===== src/rtl/charger_pkg.sv =====
package charger_pkg;
	// ==============================================================
	// Timing
	localparam int CLK_MHZ       = 100;
	localparam int PAUSE_US      = 1000;
	localparam int PAUSE_CYC     = PAUSE_US * CLK_MHZ;
	localparam int INT_PULSE_US  = 128;
	localparam int INT_PULSE_CYC = INT_PULSE_US * CLK_MHZ;
	localparam int TICK_MS       = 1000;
	localparam int TICK_CYC      = TICK_MS * 1000 * CLK_MHZ;
	localparam int SAFETY_MIN    = 180;
	localparam int SAFETY_SEC    = SAFETY_MIN * 60;

	// ==============================================================
	// Register offsets (byte addresses)
	localparam logic [7:0] ADDR_CTRL    = 8'h00;
	localparam logic [7:0] ADDR_CURRENT = 8'h04;
	localparam logic [7:0] ADDR_STATUS  = 8'h08;
	localparam logic [7:0] ADDR_FLAGS   = 8'h0c;

	// ==============================================================
	// Reset values
	localparam logic [31:0] CTRL_RST    = 32'h0000_0000;
	localparam logic [31:0] CURRENT_RST = 32'h0005_0a32;

	// ==============================================================
	// Field layouts
	typedef struct packed {
		logic [22:0] unused;
		logic [1:0]  safety_sel;
		logic        rail_tracking;
		logic        timer_doubling;
		logic [2:0]  droop_sel;
		logic        droop_enable;
		logic        charge_off;
	} ctrl_t;

	typedef struct packed {
		logic [7:0] unused;
		logic [7:0] term_code;
		logic [7:0] precharge_code;
		logic [7:0] fast_code;
	} current_t;

	// Comparator outputs seen from the analog side
	typedef struct packed {
		logic inhibit;
		logic in_valid;
		logic overvoltage;
		logic below_precharge;
		logic cv_active;
		logic at_term;
		logic input_droop;
		logic rail_below_droop;
		logic rail_below_entry;
		logic rail_above_exit;
		logic thermal_reg;
		logic warm_zone;
		logic batt_above_uvlo;
	} sense_t;

	// Controls toward the power stage
	typedef struct packed {
		logic       charge_on;
		logic       input_switch_on;
		logic       input_current_reduce;
		logic       charge_current_reduce;
		logic       supplement_on;
		logic       rail_on_battery;
		logic [7:0] current_code;
		logic [7:0] term_code;
		logic [2:0] input_droop_threshold;
	} drive_t;

	typedef enum logic [5:0] {
		ST_IDLE  = 6'b000001,
		ST_PAUSE = 6'b000010,
		ST_PRE   = 6'b000100,
		ST_FAST  = 6'b001000,
		ST_DONE  = 6'b010000,
		ST_FAULT = 6'b100000
	} state_t;
endpackage : charger_pkg


===== src/rtl/charge_ctrl.sv =====
// Design decisions made here: the register addresses and register access over AXI4-Lite.
`timescale 1ns/1ns
// Function
// Charge only with inhibit low, charge-off clear
// Pre-charge current, safety timer at quarter
// Reaching threshold moves to fast charge
// Stop when current reaches termination level
// Terminate only in CV, no loops active
// No termination in warm zone
// No termination during supplement mode
// Pause about 1 ms on current change
// Input droop loop disabled after reset
// Droop threshold 4.2-4.9 V, 100 mV steps
// Reduce input current at droop threshold
// Rail below battery+200mV reduces charge current
// Battery tracking disables rail droop loop
// Supplement entry and exit by offsets
// Droop loops set status and flags
// Doubling slows timer while droop active
// Overvoltage opens switch, pulses, sets bits
// Overvoltage gone clears status, resumes
// Overvoltage flag held until read after
// Input removed switches rail to battery
// Safety expiry disables charge, pulses, flags
// Fault held until inhibit or input toggles
// Comparator outputs synchronised before use
// Interrupt pulse width counted in cycles
module charge_ctrl
	import charger_pkg::*;
#(
	parameter int PAUSE_CYCLES = PAUSE_CYC,
	parameter int PULSE_CYCLES = INT_PULSE_CYC,
	parameter int TICK_CYCLES  = TICK_CYC
) (
	input  wire logic        clk,
	input  wire logic        rst,
	input  wire sense_t      sense_raw,
	output drive_t           drive,
	output logic             int_oe,
	input  wire logic [7:0]  s_awaddr,
	input  wire logic        s_awvalid,
	output logic             s_awready,
	input  wire logic [31:0] s_wdata,
	input  wire logic [3:0]  s_wstrb,
	input  wire logic        s_wvalid,
	output logic             s_wready,
	output logic [1:0]       s_bresp,
	output logic             s_bvalid,
	input  wire logic        s_bready,
	input  wire logic [7:0]  s_araddr,
	input  wire logic        s_arvalid,
	output logic             s_arready,
	output logic [31:0]      s_rdata,
	output logic [1:0]       s_rresp,
	output logic             s_rvalid,
	input  wire logic        s_rready
);
	localparam int PW = $clog2(PAUSE_CYCLES + 1);
	localparam int TW = $clog2(TICK_CYCLES + 1);

	sense_t      sn;
	ctrl_t       ctrl;
	current_t    cur;
	state_t      state;
	state_t      next_state;
	logic [PW-1:0] pause_cnt;
	logic [TW-1:0] tick_cnt;
	logic [15:0] timer;
	logic        half;
	logic        supplement;
	logic        ovp_q;
	logic [3:0]  flags;
	logic        fault_int;

	// ==============================================================
	// Input synchronisation
	// Two flops per comparator
	sync2 #(.W($bits(sense_t))) u_sync (
		.clk  (clk),
		.rst  (rst),
		.din  (sense_raw),
		.dout (sn)
	);

	// ==============================================================
	// Bus decode
	wire        wr_take   = s_awready & s_awvalid & s_wvalid;
	wire        rd_take   = s_arready & s_arvalid;
	wire [31:0] wmask     = {{8{s_wstrb[3]}}, {8{s_wstrb[2]}},
	                         {8{s_wstrb[1]}}, {8{s_wstrb[0]}}};
	wire        wr_ctrl   = wr_take & (s_awaddr == ADDR_CTRL);
	wire        wr_cur    = wr_take & (s_awaddr == ADDR_CURRENT);
	wire        wr_ok     = wr_ctrl | wr_cur | (s_awaddr == ADDR_STATUS)
	                        | (s_awaddr == ADDR_FLAGS);
	wire        rd_ok     = (s_araddr == ADDR_CTRL) | (s_araddr == ADDR_CURRENT)
	                        | (s_araddr == ADDR_STATUS) | (s_araddr == ADDR_FLAGS);
	wire        rd_flags  = rd_take & (s_araddr == ADDR_FLAGS);
	wire [31:0] ctrl_new  = (ctrl & ~wmask) | (s_wdata & wmask);
	wire [31:0] cur_new   = (cur & ~wmask) | (s_wdata & wmask);
	wire        cur_chg   = wr_cur & (cur_new[23:0] != cur[23:0]);

	// ==============================================================
	// Loop and enable decisions
	// Enable needs valid input, inhibit low, bit clear
	wire en          = sn.in_valid & ~sn.overvoltage & ~sn.inhibit & ~ctrl.charge_off;
	// Input droop loop only when enabled
	wire in_droop    = ctrl.droop_enable & sn.input_droop;
	// Rail droop loop off in battery tracking
	wire rail_droop  = sn.rail_below_droop & ~ctrl.rail_tracking;
	// Termination qualification
	wire term_ok     = sn.cv_active & ~in_droop & ~rail_droop & ~sn.thermal_reg
	                   & ~sn.warm_zone & ~supplement
	                   & ~sn.rail_below_entry; // Entry blocks before the mode flop
	// Reached termination current
	wire term_hit    = (state == ST_FAST) & term_ok & sn.at_term;
	wire pause_end   = (pause_cnt == PW'(PAUSE_CYCLES - 1));
	wire tick        = (tick_cnt == TW'(TICK_CYCLES - 1));
	// Half speed while a droop loop is active
	wire slow        = ctrl.timer_doubling & (in_droop | rail_droop);
	wire advance     = tick & (~slow | half);
	wire [15:0] lim  = 16'(SAFETY_SEC) * (16'(ctrl.safety_sel) + 16'd1);
	// Pre-charge limit is a quarter of the full time
	wire expire      = ((state == ST_PRE) & (timer >= (lim >> 2)))
	                   | ((state == ST_FAST) & (timer >= lim));
	wire ovp_rise    = sn.overvoltage & ~ovp_q;

	// ==============================================================
	// Charge state machine
	always_comb begin
		next_state = state;
		case (state)
			ST_IDLE: begin
				if (en)
					next_state = ST_PAUSE;
			end
			ST_PAUSE: begin
				// Phase chosen at end of pause
				if (!en)
					next_state = ST_IDLE;
				else if (pause_end)
					next_state = sn.below_precharge ? ST_PRE : ST_FAST;
			end
			ST_PRE: begin
				// Phase change pauses first
				if (!en)
					next_state = ST_IDLE;
				else if (expire)
					next_state = ST_FAULT;
				else if (!sn.below_precharge || cur_chg)
					next_state = ST_PAUSE;
			end
			ST_FAST: begin
				// Terminate or pause on new setting
				if (!en)
					next_state = ST_IDLE;
				else if (expire)
					next_state = ST_FAULT;
				else if (term_hit)
					next_state = ST_DONE;
				else if (cur_chg)
					next_state = ST_PAUSE;
			end
			ST_DONE: begin
				if (!en)
					next_state = ST_IDLE;
			end
			ST_FAULT: begin
				// Leave only on inhibit or input toggle
				if (sn.inhibit || !sn.in_valid)
					next_state = ST_IDLE;
			end
			default: next_state = ST_IDLE;
		endcase
	end

	// State and pause counter
	always_ff @(posedge clk or posedge rst) begin
		if (rst) begin
			state     <= ST_IDLE;
			pause_cnt <= '0;
		end else begin
			state     <= next_state;
			pause_cnt <= (state == ST_PAUSE && next_state == ST_PAUSE)
			             ? pause_cnt + 1'b1 : '0;
		end
	end

	// ==============================================================
	// Safety timer, ticking once per second
	// Timer cleared when leaving fault through idle
	always_ff @(posedge clk or posedge rst) begin
		if (rst) begin
			tick_cnt <= '0;
			half     <= 1'b0;
			timer    <= '0;
		end else begin
			tick_cnt <= tick ? '0 : tick_cnt + 1'b1;
			if (tick)
				half <= ~half;
			if (state == ST_IDLE || state == ST_DONE)
				timer <= '0;
			else if (advance && state != ST_FAULT && timer != 16'hffff)
				timer <= timer + 16'd1;
		end
	end

	// ==============================================================
	// Supplement mode with entry/exit hysteresis
	// Enter below entry offset, leave above exit
	always_ff @(posedge clk or posedge rst) begin
		if (rst)
			supplement <= 1'b0;
		else if (sn.rail_below_entry)
			supplement <= 1'b1;
		else if (sn.rail_above_exit)
			supplement <= 1'b0;
	end

	// ==============================================================
	// Power stage controls, all registered
	always_ff @(posedge clk or posedge rst) begin
		if (rst) begin
			drive <= '0;
			ovp_q <= 1'b0;
		end else begin
			ovp_q <= sn.overvoltage;
			drive.charge_on <= (next_state == ST_PRE) | (next_state == ST_FAST);
			// Input switch follows overvoltage
			drive.input_switch_on <= ~sn.overvoltage;
			// Input current cut back by droop loop
			drive.input_current_reduce <= in_droop;
			// Charge current cut back by rail loop
			drive.charge_current_reduce <= rail_droop;
			drive.supplement_on <= supplement;
			// Rail to battery on input loss
			drive.rail_on_battery <= ~sn.in_valid & sn.batt_above_uvlo;
			// New current applied after pause
			if (state == ST_PAUSE && pause_end)
				drive.current_code <= sn.below_precharge ? cur.precharge_code
				                                         : cur.fast_code;
			drive.term_code <= cur.term_code;
			// Code n selects 4.2 V + n x 100 mV
			drive.input_droop_threshold <= ctrl.droop_sel;
		end
	end

	// ==============================================================
	// Interrupt pulse on overvoltage or safety expiry
	// One pulse per start; starts while a pulse runs are dropped
	assign fault_int = ovp_rise | ((state != ST_FAULT) & (next_state == ST_FAULT));

	pulse_gen #(.LEN(PULSE_CYCLES)) u_pulse (
		.clk   (clk),
		.rst   (rst),
		.start (fault_int),
		.pulse (int_oe)
	);

	// ==============================================================
	// Flags: set wins over clear-on-read
	// Flag set and clear terms
	wire [3:0] flag_set = {fault_int & ~ovp_rise, sn.overvoltage, rail_droop, in_droop};
	wire [3:0] flag_clr = rd_flags ? {1'b1, ~sn.overvoltage, 2'b11} : 4'h0;

	always_ff @(posedge clk or posedge rst) begin
		if (rst)
			flags <= 4'h0;
		else
			flags <= (flags & ~flag_clr) | flag_set;
	end

	// ==============================================================
	// Registers and AXI4-Lite slave
	// Control resets with droop loop disabled
	always_ff @(posedge clk or posedge rst) begin
		if (rst) begin
			ctrl <= CTRL_RST;
			cur  <= CURRENT_RST;
		end else begin
			if (wr_ctrl)
				ctrl <= {23'h0, ctrl_new[8:0]};
			if (wr_cur)
				cur <= {8'h0, cur_new[23:0]};
		end
	end

	// Write channel: address and data taken together
	always_ff @(posedge clk or posedge rst) begin
		if (rst) begin
			s_awready <= 1'b0;
			s_wready  <= 1'b0;
			s_bvalid  <= 1'b0;
			s_bresp   <= 2'b00;
		end else begin
			s_awready <= s_awvalid & s_wvalid & ~s_awready & ~s_bvalid;
			s_wready  <= s_awvalid & s_wvalid & ~s_awready & ~s_bvalid;
			if (wr_take) begin
				s_bvalid <= 1'b1;
				s_bresp  <= wr_ok ? 2'b00 : 2'b10;
			end else if (s_bready) begin
				s_bvalid <= 1'b0;
			end
		end
	end

	// Read channel
	wire [31:0] status_word = {24'h0, drive.rail_on_battery, state == ST_FAULT,
	                           state == ST_DONE, drive.charge_on, sn.overvoltage,
	                           supplement, rail_droop, in_droop};
	wire [31:0] rd_word = (s_araddr == ADDR_CTRL)    ? ctrl :
	                      (s_araddr == ADDR_CURRENT) ? cur :
	                      (s_araddr == ADDR_STATUS)  ? status_word :
	                      (s_araddr == ADDR_FLAGS)   ? {28'h0, flags} : 32'h0;

	always_ff @(posedge clk or posedge rst) begin
		if (rst) begin
			s_arready <= 1'b0;
			s_rvalid  <= 1'b0;
			s_rdata   <= 32'h0;
			s_rresp   <= 2'b00;
		end else begin
			s_arready <= s_arvalid & ~s_arready & ~s_rvalid;
			if (rd_take) begin
				s_rvalid <= 1'b1;
				s_rdata  <= rd_word;
				s_rresp  <= rd_ok ? 2'b00 : 2'b10;
			end else if (s_rready) begin
				s_rvalid <= 1'b0;
			end
		end
	end
endmodule : charge_ctrl


===== src/rtl/sync2.sv =====
`timescale 1ns/1ns
// Two-stage synchroniser for asynchronous levels
module sync2 #(
	parameter int W = 1
) (
	input  wire logic         clk,
	input  wire logic         rst,
	input  wire logic [W-1:0] din,
	output logic      [W-1:0] dout
);
	logic [W-1:0] meta;

	// ==============================================================
	// First stage feeds only the second
	always_ff @(posedge clk or posedge rst) begin
		if (rst) begin
			meta <= '0;
			dout <= '0;
		end else begin
			meta <= din;
			dout <= meta;
		end
	end
endmodule : sync2


===== src/rtl/pulse_gen.sv =====
`timescale 1ns/1ns
// Fixed-width pulse counted in clock cycles
module pulse_gen #(
	parameter int LEN = 12800
) (
	input  wire logic clk,
	input  wire logic rst,
	input  wire logic start,
	output logic      pulse
);
	localparam int CW = $clog2(LEN + 1);
	logic [CW-1:0] cnt;

	// ==============================================================
	// Width by counting
	always_ff @(posedge clk or posedge rst) begin
		if (rst) begin
			cnt   <= '0;
			pulse <= 1'b0;
		end else if (!pulse && start) begin
			cnt   <= '0;
			pulse <= 1'b1;
		end else if (pulse) begin
			cnt   <= cnt + 1'b1;
			pulse <= (cnt != CW'(LEN - 1));
		end
	end
endmodule : pulse_gen


===== config.mk =====
export PLATFORM = sky130hd
export DESIGN_NAME = charge_ctrl
export DESIGN_NICKNAME = d
export VERILOG_FILES = /design/src/rtl/charger_pkg.sv /design/src/rtl/charge_ctrl.sv /design/src/rtl/sync2.sv /design/src/rtl/pulse_gen.sv
export SDC_FILE = /design/constraint.sdc
export NUM_CORES = 1
export LEC_CHECK = 0
export BUFFER_PORTS_ARGS = -buffer_cell sky130_fd_sc_hd__buf_2
export CORE_ASPECT_RATIO = 0.6
export CORE_MARGIN = 8
export CORE_UTILIZATION = 40
export DETAILED_ROUTE_END_ITERATION = 7
export PLACE_DENSITY = 0.62
export SLEW_MARGIN = 20
export SYNTH_ARGS = -nofsm -noshare
export SYNTH_HDL_FRONTEND = slang
export SYNTH_SLANG_ARGS = --single-unit

===== constraint.sdc =====
create_clock -name clk -period 6.4 [get_ports clk]
set_input_delay 1.28 -clock clk [delete_from_list [all_inputs] [get_ports clk]]
set_output_delay 1.28 -clock clk [all_outputs]
set_load 0.005 [all_outputs]

==> flow_metrics.tcl <==
set metrics [dict create \
    ys_warn_count 0 \
    maxSlewViolCount 0 \
    fmax_mhz 304 \
    p_leak_nw 5.13 \
    finalInstanceArea_mm2 0.0111 \
    fin_crit_sh_pct 51.3 \
    layout_commonest_cell "dfrtp_1" \
    drt_iter0_markers 460 \
    grt_pass1_vias 6554 \
    clockPowerShare_pct 43.0 \
    fillers 2143 \
    antenna_found_initial 2 \
    netlist_area_mm2 0.00954 \
    nets 1093 \
    grt_pass1_wl_mm 36.0 \
    power_density_mw_per_mm2 244 \
    internal_power_w 0.00207 \
    cts_tree "built" \
    most-common-layout-cells "dfrtp_1 (194), buf_2 (119), nand2_1 (75)" \
    post_cts_buffers 0 \
    ctsHoldBuffers 0 \
    synth_ff_type "dfrtp_1" \
    io_pins 139 \
    multi_input_area_mm2 0.00422 \
    regArea_mm2 0.00506 \
    fp.coreArea_mm2 0.0232 \
    switchingPower_w 0.000637 \
    gp_congestion 0.840 \
    post-dp-hpwl_mm 16.2 \
    outcome "finished, final reports clean" \
    port_buffers 119 \
    hold_path_class "flop to flop" \
    yosysTopAreaCellShare_pct 50.9 \
    rsz0062_at_grt "no" \
    wl_per_cell_um 16.8 \
    place_area_mm2 0.0104 \
    drive_gt1_share_pct 22.3 \
    grt-ovfl-total 0 \
    clk_pin_slew_ns 0.07 \
    h-tree-depth 1 \
    track_usage_pct 14.9 \
    whs_endpoint "u_sync.dout[6]" \
    ant_nets 0 \
    power_frac_seq_pct 50.2 \
    die_h_um 136 \
    route.detailed.drc 0 \
    period_minus_slack_ns 3.28 \
    max-slew-margin-rel_pct 42.1 \
    ctsResizeCount 0 \
    final_util_pct 47.7 \
    synth.area.top_cells "dfrtp_1 (51%), xnor2_1 (5.0%), ha_1 (3.9%), mux2_2 (3.9%), nand2_1 (3.0%)" \
    clock-root-buffer "clkbuf_16" \
    syn2layout_area_growth_pct 16.2 \
    setup_viol 0 \
    avgSynthCellArea_um2 11.0 \
    reg2reg_to "u_pulse.cnt[13]" \
    cp_data_arrival_time_ns 3.63 \
    viasPerCell 5.04 \
    dieWidth_um 215 \
    fin_worst_skew_ns 0.00772 \
    fin_setup_tns_ns 0 \
    grt_max_degree 135 \
    sw_frac_of_total_pct 23.5 \
    max_slew.worst_pin.slew_ns 0.869 \
    holdPathStages 0 \
    cts_made_buffers 19 \
    dieArea_mm2 0.0292 \
    wirelength_mm 22.1 \
    worstSetupPathType "flop to flop" \
    combPwrFrac_pct 6.9 \
    crit_path_start_kind "flop" \
    synth_edf_count 0 \
    yosys.area.top_type "dfrtp_1" \
    yosysSeqAreaShare_pct 53.1 \
    synthArstFlopShare_pct 100 \
    cp_max_fo 9 \
    first_pass_iters 5 \
    antennaDiodeCount 0 \
    min_from "u_sync.meta[6]" \
    clkSinkCount 202 \
    rows 43 \
    endpoint_kind "flop" \
    synth_cell_types 71 \
    ys_ff_latch 202 \
    clockBufferDepth 3 \
    reg2reg_depth 10 \
    reg2reg_slack_ns 3.12 \
    hold_viol 0 \
    via_count 6644 \
    syn_inst 867 \
    start_util_pct 41.0 \
    ir_drop_mv 0.198 \
    clk_latency_ns 0.48 \
    required_ns 6.75 \
    cap_viol_max_count 0 \
]
-- power groups by stage --
stage	clock network (W)	logic [W]	registers, W
2_1_floorplan	0	0.000131	0.00137
3_3_place_gp	0	0.000185	0.00138
3_5_place_dp	0	0.000188	0.00138
4_1_cts	0.00120	0.000189	0.00136
5_1_grt	0.00125	0.000211	0.00136
6_report	0.00116	0.000186	0.00136
-- worst max-delay path, stage by stage (launching register included) --
cell and delay (ns):
dfrtp_1 0.55, inv_1 0.20, ha_1 0.47, ha_1 0.33
or4bb_1 0.49, nor3_1 0.24, o2111ai_1 0.16, nand4_1 0.20
o21ai_2 0.15, nand2_1 0.24, a31oi_1 0.13
-- state kept, by name (all words and copies together) (netlist names), 4 cells and up, named ones only --
| register | flops |
|---|---|
| s_rdata | 24 |
| cur | 24 |
| u_sync.meta | 13 |
| u_pulse.cnt | 14 |
| pause_cnt | 17 |
| drive | 25 |
| tick_cnt | 27 |
| state | 6 |
| timer | 16 |
| u_sync.dout | 13 |
| flags | 4 |
-- Yosys cell counts (all sizes together), types with 18 or more instances --
library cell and n:
dfrtp 194, nand4 25, nor2 74, inv 31, nand3 36, buf 19, a22o 19, mux2i 18
xor2 30, mux2 33, ha 30, xnor2 54, nor3 23, nand2 76, o21ai 36
-- cells by family after synthesis --
family | share of synthesized area, %
buffers and inverters | 3.10
flip-flops | 53.1
AO/OA/AOI/OAI | 7.58
AND/OR/NAND/NOR | 18.7
multiplexers | 5.79
XOR/XNOR | 7.71
other | 0.0393
adder cells (fa/ha/maj) | 3.94
-- stage by stage --
step                power [W]  hold WS (ns)  setup WS (ns)  std cells
floorplan             0.00150         0.331           2.51        876
finish                0.00271         0.345           3.12       1318
global placement      0.00157         0.334           3.03       1285
global route          0.00282         0.354           2.88       1318
detailed placement    0.00157         0.335           3.03       1285
CTS                   0.00274         0.347           3.10       1318
-- per-layer routing --
layer	vias up	track usage [%]	share of wire, %
li1	3278	-	-
met1	3222	23.8	53
met2	116	19.9	41
met3	24	3.43	5.1
met4	4	2.49	1.5
met5	-	0	0.10
-- area by class of cell --
| class | instances | share of cell area, % |
|---|---|---|
| Clock buffer | 23 | 4.52 |
| Clock inverter | 10 | 1.21 |
| Inverter | 32 | 1.12 |
| Multi-Input combinational cell | 612 | 38.1 |
| Sequential cell | 202 | 45.7 |
| Tap cell | 315 | 3.56 |
| Timing Repair Buffer | 124 | 5.83 |
-- how the worst max path moves through the flow --
stage | from | end | slack, ns | cells past startpoint
floorplan | rst | async pin | 2.51 | 1
global placement | s_awaddr[5] | state[0] | 3.03 | 8
detailed placement | s_awaddr[5] | state[0] | 3.03 | 8
CTS | flop | u_pulse.cnt[6] | 3.10 | 10
global route | flop | u_pulse.cnt[6] | 2.88 | 10
finish | flop | u_pulse.cnt[13] | 3.12 | 10
(Power assumes the default switching activity.)
